===== src/design/rce_pkg.sv =====
/*
  rce_pkg: shared constants for the red clearance extender.
  assumes: a single 20 MHz clock and tenth-of-a-second interval fields.
*/
`default_nettype none
package rce_pkg;
  // clock and time base
  localparam int unsigned CLK_HZ       = 20000000;  // system clock rate
  localparam int unsigned TICK_MS      = 100;       // interval resolution, ms
  localparam int unsigned TICK_CYCLES  = (CLK_HZ / 1000) * TICK_MS;
  // field widths and layout
  localparam int unsigned TIME_W       = 8;         // 0.0 .. 25.5 s in ticks
  localparam int unsigned PHASES       = 8;         // startup call mask width
  localparam int unsigned TRAP_GROUPS  = 4;         // speed trap groups
  localparam int unsigned TRAP_SEL_W   = 2;         // group selector width
  // values after reset
  localparam logic [7:0]  TIME_RST     = 8'h00;     // timers idle
  localparam logic [7:0]  TIME_SAT     = 8'hff;     // elapsed saturation
  // beacon states
  typedef enum logic [1:0] {
    RCE_BCN_DARK = 2'b00,  // phase green, beacon off
    RCE_BCN_WARN = 2'b01,  // warning interval, green held
    RCE_BCN_LIT  = 2'b10   // clearance onward, beacon on
  } rce_bcn_t;
endpackage : rce_pkg
`default_nettype wire


===== src/design/rce_top.sv =====
/*
  rce_top: per-phase startup calls, red clearance extension and
  advance warning beacon for one associated phase.
  assumes: phase interval levels and force-off come from the sequencer
  on clk; detector inputs are already synchronous and debounced.
*/
// Summary of operation
// - programmed startup places masked vehicle calls
// - programmed startup places masked pedestrian calls
// - accept trigger in late yellow window
// - zero window: only red clearance triggers
// - window above yellow: accept whole clearance
// - time extension from actuation to red end
// - hold all-red while detector or timer active
// - total red never exceeds the cap
// - speed trap may replace the detector
// - alarm while red extended past normal
// - force-off holds green, beacon for interval
// - beacon off in green, on from termination
// - coordinated warning terminates concurrent phases
// - beacon works free and coordinated
`timescale 1ns/10ps
`default_nettype none
module rce_top #(
  parameter int unsigned PHASES   = rce_pkg::PHASES,
  parameter int unsigned GROUPS   = rce_pkg::TRAP_GROUPS,
  parameter int unsigned TICK_DIV = rce_pkg::TICK_CYCLES
) (
  // clock and reset
  input  wire logic                  clk,
  input  wire logic                  rst_b,
  // startup configuration
  input  wire logic                  use_programmed,
  input  wire logic [PHASES-1:0]     startup_vehicle_call_mask,
  input  wire logic [PHASES-1:0]     startup_pedestrian_call_mask,
  // startup calls out
  output logic      [PHASES-1:0]     startup_vehicle_call,
  output logic      [PHASES-1:0]     startup_pedestrian_call,
  // phase timing, tenth seconds
  input  wire logic [7:0]            yellow_time,
  input  wire logic [7:0]            red_time,
  input  wire logic [7:0]            late_yellow_window,
  input  wire logic [7:0]            clearance_extension_time,
  input  wire logic [7:0]            red_clearance_cap,
  // phase interval levels
  input  wire logic                  phase_green,
  input  wire logic                  phase_yellow,
  input  wire logic                  phase_red_clr,
  // extension triggers
  input  wire logic                  red_extend_detector,
  input  wire logic                  speed_trap_enable,
  input  wire logic [rce_pkg::TRAP_SEL_W-1:0] speed_trap_group,
  input  wire logic [7:0]            speed_threshold,
  input  wire logic [GROUPS*8-1:0]   speed_trap_speed,
  input  wire logic [GROUPS-1:0]     speed_trap_strobe,
  // red clearance outputs
  output logic                       red_hold,
  output logic                       red_extension_alarm,
  // beacon configuration and control
  input  wire logic [7:0]            warning_time,
  input  wire logic                  coordinated,
  input  wire logic                  force_off,
  // beacon outputs
  output logic                       hold_green,
  output logic                       beacon_out,
  output logic                       terminate_concurrent
);
  // refuse shapes the logic cannot serve
  if (PHASES < 1 || GROUPS < 1 || GROUPS > 2**rce_pkg::TRAP_SEL_W) begin : g_chk
    $error("rce_top: bad PHASES or GROUPS");
  end

  logic            tick;            // tenth-second enable
  logic            done_r;          // startup calls issued
  logic [PHASES-1:0] vcall_r;       // startup vehicle pulse
  logic [PHASES-1:0] pcall_r;       // startup ped pulse
  logic [7:0]      yel_el_r;        // ticks into yellow
  logic [7:0]      red_el_r;        // ticks into red clearance
  logic [7:0]      yel_left;        // ticks left in yellow
  logic            trap_hit;        // selected trap over threshold
  logic            trig;            // extension trigger level
  logic            yel_accept;      // trigger taken in yellow
  logic            red_accept;      // trigger taken in red
  logic            ext_load;        // restart extension timer
  logic [7:0]      ext_cnt;         // extension ticks left
  logic            ext_busy;        // extension timer running
  logic            at_normal_end;   // normal red time reached
  logic            alarm_r;         // registered alarm
  logic            grn_d_r;         // green last cycle
  logic            bcn_load;        // start warning interval
  logic            bcn_busy;        // warning interval running
  rce_pkg::rce_bcn_t bcn_r;         // beacon state
  rce_pkg::rce_bcn_t bcn_nxt;       // beacon next state

  // shared tenth-second base for every interval
  rce_tick #(.DIV(TICK_DIV)) u_tick (
    .clk   (clk),
    .rst_b (rst_b),
    .tick  (tick)
  );

  // one-shot calls in the first cycle after reset release
  always_ff @(posedge clk or negedge rst_b) begin
    if (!rst_b) begin
      done_r  <= 1'b0;
      vcall_r <= '0;
      pcall_r <= '0;
    end else if (!done_r) begin
      done_r  <= 1'b1;
      vcall_r <= use_programmed ? startup_vehicle_call_mask : '0;
      pcall_r <= use_programmed ? startup_pedestrian_call_mask : '0;
    end else begin
      vcall_r <= '0;
      pcall_r <= '0;
    end
  end

  assign startup_vehicle_call    = vcall_r;
  assign startup_pedestrian_call = pcall_r;

  // elapsed clock for yellow; saturates so long yellows stay safe
  always_ff @(posedge clk or negedge rst_b) begin
    if (!rst_b) begin
      yel_el_r <= rce_pkg::TIME_RST;
    end else if (!phase_yellow) begin
      yel_el_r <= rce_pkg::TIME_RST;
    end else if (tick && yel_el_r != rce_pkg::TIME_SAT) begin
      yel_el_r <= yel_el_r + 8'h01;
    end
  end

  // elapsed clock for red clearance, compared to normal end and cap
  always_ff @(posedge clk or negedge rst_b) begin
    if (!rst_b) begin
      red_el_r <= rce_pkg::TIME_RST;
    end else if (!phase_red_clr) begin
      red_el_r <= rce_pkg::TIME_RST;
    end else if (tick && red_el_r != rce_pkg::TIME_SAT) begin
      red_el_r <= red_el_r + 8'h01;
    end
  end

  // selected speed trap group against the threshold
  always_comb begin
    trap_hit = 1'b0;
    for (int g = 0; g < GROUPS; g++) begin
      if (speed_trap_group == rce_pkg::TRAP_SEL_W'(g) && speed_trap_strobe[g] &&
          speed_trap_speed[g*8 +: 8] >= speed_threshold) begin
        trap_hit = 1'b1;
      end
    end
  end

  // trap replaces the single detector when enabled
  assign trig = speed_trap_enable ? trap_hit : red_extend_detector;

  // remaining yellow; a window above yellow covers it all
  assign yel_left   = (yel_el_r >= yellow_time) ? 8'h00 : yellow_time - yel_el_r;
  assign yel_accept = phase_yellow && trig && late_yellow_window != 8'h00 &&
                      yel_left <= late_yellow_window;
  // red triggers count only while under the cap
  assign red_accept = phase_red_clr && trig && red_el_r < red_clearance_cap;
  assign ext_load   = yel_accept || red_accept;

  // extension interval from last actuation
  rce_dntimer #(.W(rce_pkg::TIME_W)) u_ext (
    .clk      (clk),
    .rst_b    (rst_b),
    .tick     (tick),
    .load     (ext_load),
    .load_val (clearance_extension_time),
    .count    (ext_cnt),
    .busy     (ext_busy)
  );

  // hold past normal end; cap cuts the hold however often retriggered
  assign at_normal_end = phase_red_clr && red_el_r >= red_time;
  assign red_hold = at_normal_end && (trig || ext_busy) &&
                    red_el_r < red_clearance_cap;

  // alarm follows the hold by one cycle, drops when hold ends
  always_ff @(posedge clk or negedge rst_b) begin
    if (!rst_b) begin
      alarm_r <= 1'b0;
    end else begin
      alarm_r <= red_hold;
    end
  end

  assign red_extension_alarm = alarm_r;

  // green edge detect for the beacon
  always_ff @(posedge clk or negedge rst_b) begin
    if (!rst_b) begin
      grn_d_r <= 1'b0;
    end else begin
      grn_d_r <= phase_green;
    end
  end

  // warning interval starts on force-off in green, free or coordinated
  assign bcn_load = (bcn_r == rce_pkg::RCE_BCN_DARK) && force_off && phase_green;

  rce_dntimer #(.W(rce_pkg::TIME_W)) u_bcn (
    .clk      (clk),
    .rst_b    (rst_b),
    .tick     (tick),
    .load     (bcn_load),
    .load_val (warning_time),
    .count    (),           // only busy matters: warning ends at zero
    .busy     (bcn_busy)
  );

  // beacon sequencing; new green always darkens it
  always_comb begin
    bcn_nxt = bcn_r;
    unique case (bcn_r)
      rce_pkg::RCE_BCN_DARK: begin
        if (bcn_load) begin
          bcn_nxt = rce_pkg::RCE_BCN_WARN;
        end else if (!phase_green && grn_d_r) begin
          bcn_nxt = rce_pkg::RCE_BCN_LIT;   // ended without force-off
        end
      end
      rce_pkg::RCE_BCN_WARN: begin
        if (!bcn_busy) begin
          bcn_nxt = rce_pkg::RCE_BCN_LIT;
        end
      end
      rce_pkg::RCE_BCN_LIT: begin
        if (phase_green && !grn_d_r) begin
          bcn_nxt = rce_pkg::RCE_BCN_DARK;
        end
      end
      default: begin
        bcn_nxt = rce_pkg::RCE_BCN_LIT;     // illegal code recovers lit
      end
    endcase
  end

  // beacon lit from power-up until first green
  always_ff @(posedge clk or negedge rst_b) begin
    if (!rst_b) begin
      bcn_r <= rce_pkg::RCE_BCN_LIT;
    end else begin
      bcn_r <= bcn_nxt;
    end
  end

  assign hold_green  = (bcn_r == rce_pkg::RCE_BCN_WARN);
  assign beacon_out  = (bcn_r != rce_pkg::RCE_BCN_DARK);
  // only the associated phase extends in coordination
  assign terminate_concurrent = hold_green && coordinated;
endmodule : rce_top
`default_nettype wire


===== src/design/rce_tick.sv =====
/*
  rce_tick: divides the system clock to a one-cycle tenth-second enable.
  assumes: DIV of at least 2; reset released synchronously to clk.
*/
`timescale 1ns/10ps
`default_nettype none
module rce_tick #(
  parameter int unsigned DIV = rce_pkg::TICK_CYCLES
) (
  // clock and reset
  input  wire logic clk,
  input  wire logic rst_b,
  // enable out
  output logic      tick
);
  localparam int unsigned CW = $clog2(DIV);

  // refuse a divider the counter cannot serve
  if (DIV < 2) begin : g_chk
    $error("rce_tick: DIV must be at least 2");
  end

  logic [CW-1:0] cnt_r;  // cycles within one tick
  logic          tick_r; // registered enable

  // free-running divider; pulse on wrap
  always_ff @(posedge clk or negedge rst_b) begin
    if (!rst_b) begin
      cnt_r  <= '0;
      tick_r <= 1'b0;
    end else if (cnt_r == CW'(DIV - 1)) begin
      cnt_r  <= '0;
      tick_r <= 1'b1;
    end else begin
      cnt_r  <= cnt_r + 1'b1;
      tick_r <= 1'b0;
    end
  end

  assign tick = tick_r;
endmodule : rce_tick
`default_nettype wire


===== src/design/rce_dntimer.sv =====
/*
  rce_dntimer: loadable down counter stepping on the tick enable.
  assumes: load and tick are synchronous one-cycle pulses.
*/
`timescale 1ns/10ps
`default_nettype none
module rce_dntimer #(
  parameter int unsigned W = rce_pkg::TIME_W
) (
  // clock and reset
  input  wire logic         clk,
  input  wire logic         rst_b,
  // control
  input  wire logic         tick,
  input  wire logic         load,
  input  wire logic [W-1:0] load_val,
  // status
  output logic      [W-1:0] count,
  output logic              busy
);
  if (W < 1) begin : g_chk
    $error("rce_dntimer: W must be positive");
  end

  logic [W-1:0] cnt_r;  // ticks left

  // load wins over a step in the same cycle
  always_ff @(posedge clk or negedge rst_b) begin
    if (!rst_b) begin
      cnt_r <= '0;
    end else if (load) begin
      cnt_r <= load_val;
    end else if (tick && cnt_r != '0) begin
      cnt_r <= cnt_r - 1'b1;
    end
  end

  assign count = cnt_r;
  assign busy  = (cnt_r != '0);
endmodule : rce_dntimer
`default_nettype wire


===== config.mk =====
export PLATFORM = sky130hd
export DESIGN_NAME = rce_top
export DESIGN_NICKNAME = d
export VERILOG_FILES = /design/src/design/rce_pkg.sv /design/src/design/rce_top.sv /design/src/design/rce_tick.sv /design/src/design/rce_dntimer.sv
export SDC_FILE = /design/constraint.sdc
export NUM_CORES = 1
export LEC_CHECK = 0
export ABC_CLOCK_PERIOD_IN_PS = 5700
export BUFFER_PORTS_ARGS = -buffer_cell sky130_fd_sc_hd__buf_2
export CORE_ASPECT_RATIO = 0.9
export CORE_MARGIN = 5
export CORE_UTILIZATION = 25
export CTS_BUF_LIST = sky130_fd_sc_hd__clkbuf_8
export DETAILED_ROUTE_END_ITERATION = 6
export GPL_TIMING_DRIVEN = 0
export MAX_ROUTING_LAYER = met4
export PLACE_DENSITY = 0.47
export SYNTH_ARGS = -nofsm -noshare
export SYNTH_HDL_FRONTEND = slang
export SYNTH_SLANG_ARGS = --single-unit

===== constraint.sdc =====
create_clock -name clk -period 5.7 [get_ports clk]
set_input_delay 1.71 -clock clk [delete_from_list [all_inputs] [get_ports clk]]
set_output_delay 1.71 -clock clk [all_outputs]
set_load 0.005 [all_outputs]

==> reports/qor.txt, run 1 <==
status: finished, final reports clean
grt ovf: 0
fmax: 188 MHz
Slew headroom: 62.2%
post-synthesis cell type count: 64
post-layout minimum cycle time: 5320 ps
I/O Buffers: 140
synthesized instance count: 547
drt pass-1 iters: 5
combinational share of power: 18.3%
R2R cell count: 16
initial core utilization: 25.3%
first-pass GRT wire length: 21400 um
max-slew violations: 0
number of global-route vias before repair: 4394
cell area after synthesis: 0.00526 mm^2
count of synthesis-stage warnings from yosys: 0
via count: 4259
syn_nets: 738
TritonCTS Buffers: 9
Iter 0 DRT Violations: 117
area grow syn2layout: 24.9%
Clock Pin Slew Worst Setup and Hold Paths: 80 ps
sequential fraction of the synthesis area: 35.7%
cell area power density: 186 mW/mm^2
post-route setup TNS: 0 ps
routed length per instance: 13.1 um
Worst Setup Start Kind: input pin
worst slew pin tran: 565 ps
die width: 163 um
Mean Syn Cell Area: 9.61 um^2
Post-DP Area: 0.00634 mm^2
layout cell share with drive strength beyond 1: 25.6%
Worst Setup End Kind: register
CP Cell Sequence: buf_2 > inv_1 > ha_1 > inv_1 > fa_1 > a21o_1 > a21oi_1 > nor2_1 > o31a_1 > o31ai_4 > nor3_1 > ha_1 > a21oi_1 > o21ai_0 > o21a_1 > o31ai_1 > o311ai_4 > mux2_2
Yosys reg bits: 75
largest net degree at the start of global routing: 60
routed wire length: 13000 um
endpoints failing hold: 0
Ports: 141
Final setup viols: 0
hold path depth: 1
clock tree from TritonCTS: done
layout filler cell count: 2260
worst vdd ir: 85.0 uV
switching share of total power: 28.4%
Post-DP HPWL: 10800 um
post-CTS setup buffer count: 0
slowest CP cell: o31ai_1
final non-filler cell area: 0.00657 mm^2
internal power: 0.876 mW
RSZ-0062 raised after global routing: no
GRT Total Usage: 11.3%
worst min path class: register to register
ys async rst share: 100%
row cnt: 50
clock buffer depth: 2
clock root buffer: clkbuf_8
Placer Congestion: 0.785
Post-Route Skew: 10.3 ps
hold path startpoint: u_tick.cnt_r[4]
main flop type after synthesis: dfrtp_1
period utilisation layout: 93.3%
CTS Sinks: 75
R2R Path Start: yel_el_r[0]
Max H-tree Level: 3
CP Max Fanout: 8
vias per cell: 4.29
P_leak: 3.17 nW
Psw: 0.347 mW
maxcap violations: 0
die area: 0.0240 mm^2
EDFF count, synth: 0
clk_lat worst skew: 350 ps
core area: 0.0208 mm^2
Antenna Nets Post-Route: 0
WS Path Type: input pin to register
part of the power in registers: 45.9%
Worst Setup SP: yellow_time[0]
Data arrival, critical path: 5550 ps
DRC: 0
data required time at the worst endpoint: 5940 ps
initial antenna violation count: 2
Clock power frac: 35.8%
Die H: 148 um
Worst path max stage delay: 480 ps
Nets: 890
[area by class of cell]
type | instances | area (um^2) | area share [%]
diodes | 2 | 5.00 | 0.0762
plain buffers | 6 | 38.8 | 0.591
clock buffers | 9 | 124 | 1.89
clock inverters | 7 | 83.8 | 1.28
inverters | 58 | 218 | 3.32
multi-input cells | 408 | 3130 | 47.7
flip-flops and latches | 75 | 1880 | 28.6
well taps | 286 | 358 | 5.45
repair buffers | 141 | 731 | 11.1
[what timing repair did]
action,CTS,global route
hold buffers,0,0
setup endpoints to repair,0,8
gates resized for setup,0,1
[placed cells by master, fill, tap and decap left out, drive strengths merged, types with 3 or more instances in the layout]
| master | n |
|---|---|
| xor2 | 17 |
| o21a | 8 |
| a2111oi | 4 |
| a21oi | 14 |
| nand2 | 31 |
| dfrtp | 74 |
| nand3 | 21 |
| o21ai | 24 |
| clkbuf | 14 |
| nor2 | 33 |
| o31ai | 4 |
| inv | 62 |
| xnor2 | 32 |
| and3 | 7 |
| nor2b | 6 |
| or2 | 3 |
| nor3 | 17 |
| nand2b | 6 |
| a21o | 6 |
| ha | 70 |
| nor4 | 5 |
| nor3b | 5 |
| o41ai | 3 |
| buf | 142 |
| and2 | 34 |
| o2111ai | 4 |
| mux2 | 7 |
| nand4 | 15 |
[stage by stage]
step           power (mW)  setup slack (ps)  std cells  hold WS, ps  utilization (%)
2_1_floorplan       0.705               613        547          438                -
4_1_cts              1.26               124        990          476             31.5
5_1_grt              1.31              70.2        992          500             31.6
6_report             1.22               384        992          471             31.6
3_5_place_dp        0.798              -262        974          458             30.5
3_3_place_gp        0.795              -288        973          454             30.4
[state kept, by name, summed over array words and instances (netlist names)]
name                     flops
red_el_r                     8
u_tick.cnt_r                21
u_ext.count                  8
yel_el_r                     8
done_r                       1
bcn_r                        2
red_extension_alarm          1
startup_vehicle_call         8
u_tick.tick                  1
u_bcn.count                  8
startup_pedestrian_call      8
grn_d_r                      1
[cells by family after synthesis]
| kind of cell | count (synthesis) | share of synthesized area [%] |
|---|---|---|
| XOR/XNOR | 49 | 8.17 |
| AND/OR/NAND/NOR | 194 | 20.1 |
| other | 1 | 0.0714 |
| buffers and inverters | 64 | 4.88 |
| multiplexers | 8 | 1.69 |
| flip-flops | 75 | 35.7 |
| adder cells (fa/ha/maj) | 72 | 17.2 |
| AO/OA/AOI/OAI | 84 | 12.1 |
[critical path: cells and delay by family]
kind / cells / cell delay [ps]
compound gates: 9 / 2200
fa+ha+maj: 3 / 870
simple gates: 2 / 210
mux: 1 / 340
buf+inv: 3 / 210
[synth_stat cells (2+ instances only)]
master | n | area, um^2
a211oi_1 | 2 | 15.0
a21boi_0 | 2 | 15.0
a21o_1 | 5 | 37.5
a21oi_1 | 14 | 70.1
a311oi_1 | 2 | 17.5
and2_1 | 34 | 213
and3_1 | 6 | 37.5
clkbuf_1 | 5 | 18.8
dfrtp_1 | 74 | 1850
ha_1 | 70 | 876
inv_1 | 58 | 218
mux2_2 | 7 | 78.8
nand2_1 | 31 | 116
nand2b_1 | 5 | 31.3
nand3_1 | 21 | 105
nand3b_1 | 2 | 15.0
nand4_1 | 14 | 87.6
nor2_1 | 33 | 124
nor2b_1 | 6 | 37.5
nor3_1 | 17 | 85.1
nor3b_1 | 4 | 30.0
nor4_1 | 5 | 31.3
nor4b_1 | 2 | 17.5
o2111ai_1 | 4 | 35.0
o211ai_1 | 2 | 15.0
o21a_1 | 8 | 60.1
o21ai_0 | 22 | 110
o21ai_1 | 2 | 10.0
o31a_1 | 2 | 17.5
o31ai_1 | 3 | 22.5
o41ai_1 | 2 | 17.5
or2_2 | 2 | 12.5
or3_1 | 2 | 12.5
or4_1 | 2 | 15.0
xnor2_1 | 32 | 280
xor2_1 | 17 | 149
[worst paths after layout]
| kind | to | slack, ps |
|---|---|---|
| setup / recovery | u_ext.count[3] | 380 |
| hold / removal | u_tick.cnt_r[4] | 470 |
| setup reg to reg | u_ext.count[3] | 1460 |
| hold reg to reg | u_tick.cnt_r[4] | 470 |
| max in group asynchronous | u_tick.cnt_r[11] | 3890 |
| min in group asynchronous | grn_d_r | 1230 |
[metal layers]
metal / global-route usage, % / wire length (um) / up-vias / part of all wire [%]
met5: - / 0 / - / 0
met4: 2.98 / 161 / 0 / 1.2
met3: 2.29 / 400 / 10 / 3.1
met2: 18.8 / 6500 / 71 / 50
li1: - / - / 2212 / -
met1: 13.9 / 5910 / 1966 / 46
[power by group through the flow]
stage	clock network (mW)	logic [mW]	registers [mW]
2_1_floorplan	0	0.134	0.570
3_3_place_gp	0	0.224	0.571
3_5_place_dp	0	0.227	0.571
4_1_cts	0.470	0.228	0.561
5_1_grt	0.486	0.259	0.563
6_report	0.438	0.224	0.561
Note: power is estimated with default switching activity, not from simulation.
==> run 2, diff against run 1 <==
--- a/config.mk
+++ b/config.mk
@@ -15,6 +15,7 @@
 export GPL_TIMING_DRIVEN = 0
 export MAX_ROUTING_LAYER = met4
 export PLACE_DENSITY = 0.47
+export REMOVE_ABC_BUFFERS = 1
 export SYNTH_ARGS = -nofsm -noshare
 export SYNTH_HDL_FRONTEND = slang
 export SYNTH_SLANG_ARGS = --single-unit
==> reports/qor.txt, run 2 (same netlist as run 1, synthesis figures left out) <==
status: finished, final reports clean
clk_lat worst skew: 360 ps (about the same)
Nets: 885 (-0.56%)
Post-Route Skew: 10.9 ps (+0.588 ps)
Max H-tree Level: 3 (unchanged)
WS Path Type: input pin to primary output
Psw: 0.358 mW (+3.3%)
switching share of total power: 30.2% (+1.8 points)
post-layout minimum cycle time: 5290 ps (-30.4 ps)
Worst path max stage delay: 320 ps (-160 ps)
GRT Total Usage: 11.5% (+0.22 points)
FF/Latch Area: 0.00188 mm^2 (unchanged)
number of gates resized after cts: 0 (unchanged)
commonest non-fill, non-tap cell in the layout: buf_2
maxcap violations: 0 (unchanged)
Worst Setup End Kind: primary output
number of global-route vias before repair: 4265 (-2.9%)
die width: 163 um (unchanged)
max FFs per register: 21 (unchanged)
data required time at the worst endpoint: 3990 ps (-1950 ps)
clock buffer depth: 2 (unchanged)
clock root buffer: clkbuf_8
R2R cell count: 16 (unchanged)
fmax: 189 MHz (+0.58%)
Die H: 148 um (unchanged)
max-slew violations: 0 (unchanged)
internal power: 0.829 mW (-5.4%)
Largest Register: u_tick.cnt_r
CP dominant cell by count: buf_2
largest net degree at the start of global routing: 61 (+1.7%)
slowest CP cell: o21ai_0
Power, Total: 1.19 mW (-2.9%)
row cnt: 50 (unchanged)
layout filler cell count: 2257 (-0.13%)
CTS Hold Bufs: 0 (unchanged)
initial core utilization: 25.3% (unchanged)
worst slew pin tran: 806 ps (+241 ps)
P_leak: 3.16 nW (-0.59%)
placed cells: 969 (-0.51%)
initial antenna violation count: 1 (-1)
routed wire length: 13200 um (+1.6%)
CP Max Fanout: 4 (-4)
core area: 0.0208 mm^2 (unchanged)
DRC: 0 (unchanged)
Slew headroom: 46.2% (-16 points)
drt pass-1 iters: 4 (-1)
combinational share of power: 17.9% (-0.4 points)
routed length per instance: 13.4 um (+2.2%)
I/O Buffers: 140 (unchanged)
Iter 0 DRT Violations: 149 (+27%)
Ports: 141 (unchanged)
first-pass GRT wire length: 21700 um (+1.7%)
grt ovf: 0 (unchanged)
worst vdd ir: 98.7 uV (+16%)
post-route setup TNS: 0 ps (unchanged)
Clock power frac: 34.5% (-1.3 points)
Hold Slack: 476 ps (+4.88 ps)
TritonCTS Buffers: 9 (unchanged)
RSZ-0062 raised after global routing: no
Final Non-Filler Cells: 986 (-0.60%)
vias per cell: 4.28 (-0.27%)
worst min path class: register to register
cell area power density: 182 mW/mm^2 (-2.2%)
endpoints failing hold: 0 (unchanged)
CP Cell Sequence: buf_2 > inv_1 > ha_1 > a21oi_1 > and2b_2 > o21ai_0 > nand4_4 > o31ai_1 > a211oi_1 > buf_2
most frequent cells in the layout: 139 x buf_2, 74 x dfrtp_1, 70 x ha_1
CTS Sinks: 75 (unchanged)
Data arrival, critical path: 3580 ps (-1970 ps)
Final setup viols: 0 (unchanged)
Worst Setup Start Kind: input pin
Placer Congestion: 0.755 (-3.9%)
period utilisation layout: 92.7% (-0.53 points)
part of the power in registers: 47.6% (+1.7 points)
Post-DP HPWL: 10700 um (-0.74%)
hold path depth: 1 (unchanged)
layout cell share with drive strength beyond 1: 26.0% (+0.47 points)
post-CTS setup buffer count: 0 (unchanged)
footprint of the multi-input gates: 0.00313 mm^2 (about the same)
clock tree from TritonCTS: done
area grow syn2layout: 24.0%
die area: 0.0240 mm^2 (unchanged)
via count: 4222 (-0.87%)
Clock Pin Slew Worst Setup and Hold Paths: 90 ps (about the same)
Antenna Nets Post-Route: 0 (unchanged)
==> run 2: final timing paths <==
| path | from | end | slack (ps) |
|---|---|---|---|
| min in group asynchronous | rst_b | u_bcn.count[1] | 1210 |
| setup / recovery | speed_threshold[6] | red_hold | 410 |
| hold reg to reg | u_tick.cnt_r[4] | u_tick.cnt_r[4] | 480 |
| hold / removal | u_tick.cnt_r[4] | u_tick.cnt_r[4] | 480 |
| max in group asynchronous | rst_b | u_tick.cnt_r[14] | 3910 |
| setup reg to reg | yel_el_r[0] | u_ext.count[1] | 1510 |
==> run 2: power by group through the flow <==
| stage | clock [mW] | combinational (mW) | sequential [mW] |
|---|---|---|---|
| 5_1_grt | 0.459 | 0.247 | 0.569 |
| 6_report | 0.409 | 0.212 | 0.565 |
| 4_1_cts | 0.438 | 0.217 | 0.566 |
| 2_1_floorplan | 0 | 0.122 | 0.574 |
| 3_5_place_dp | 0 | 0.215 | 0.576 |
| 3_3_place_gp | 0 | 0.212 | 0.576 |
==> run 2: critical path, delay by kind of cell <==
| kind | cells | cell delay [ps] |
|---|---|---|
| AO/OA/AOI/OAI | 4 | 820 |
| adder cells (fa/ha/maj) | 1 | 270 |
| buffers and inverters | 3 | 380 |
| AND/OR/NAND/NOR | 2 | 380 |
==> run 2: area by class of cell <==
cell class / instances / share of cell area, %
Clock buffer: 9 / 1.90
Timing Repair Buffer: 142 / 11.3
Sequential cell: 75 / 28.8
Tap cell: 286 / 5.49
Clock inverter: 7 / 0.999
Antenna cell: 1 / 0.0384
Multi-Input combinational cell: 408 / 48.1
Inverter: 58 / 3.34
==> run 2: stage by stage <==
stage	cell area (um^2)	worst slack, ps	utilization [%]
6_report	6520	414	31.4
2_1_floorplan	5220	613	-
5_1_grt	6520	116	31.4
4_1_cts	6510	149	31.3
3_5_place_dp	6320	-230	30.4
3_3_place_gp	6270	-250	30.2
==> run 2: per-layer routing <==
layer  up-vias  GRT usage (%)  part of all wire [%]
li1       2206              -                     -
met1      1911           16.1                    51
met2        96           16.7                    43
met3         9           2.96                   5.6
met4         0           2.39                  0.96
met5         -              -                     0
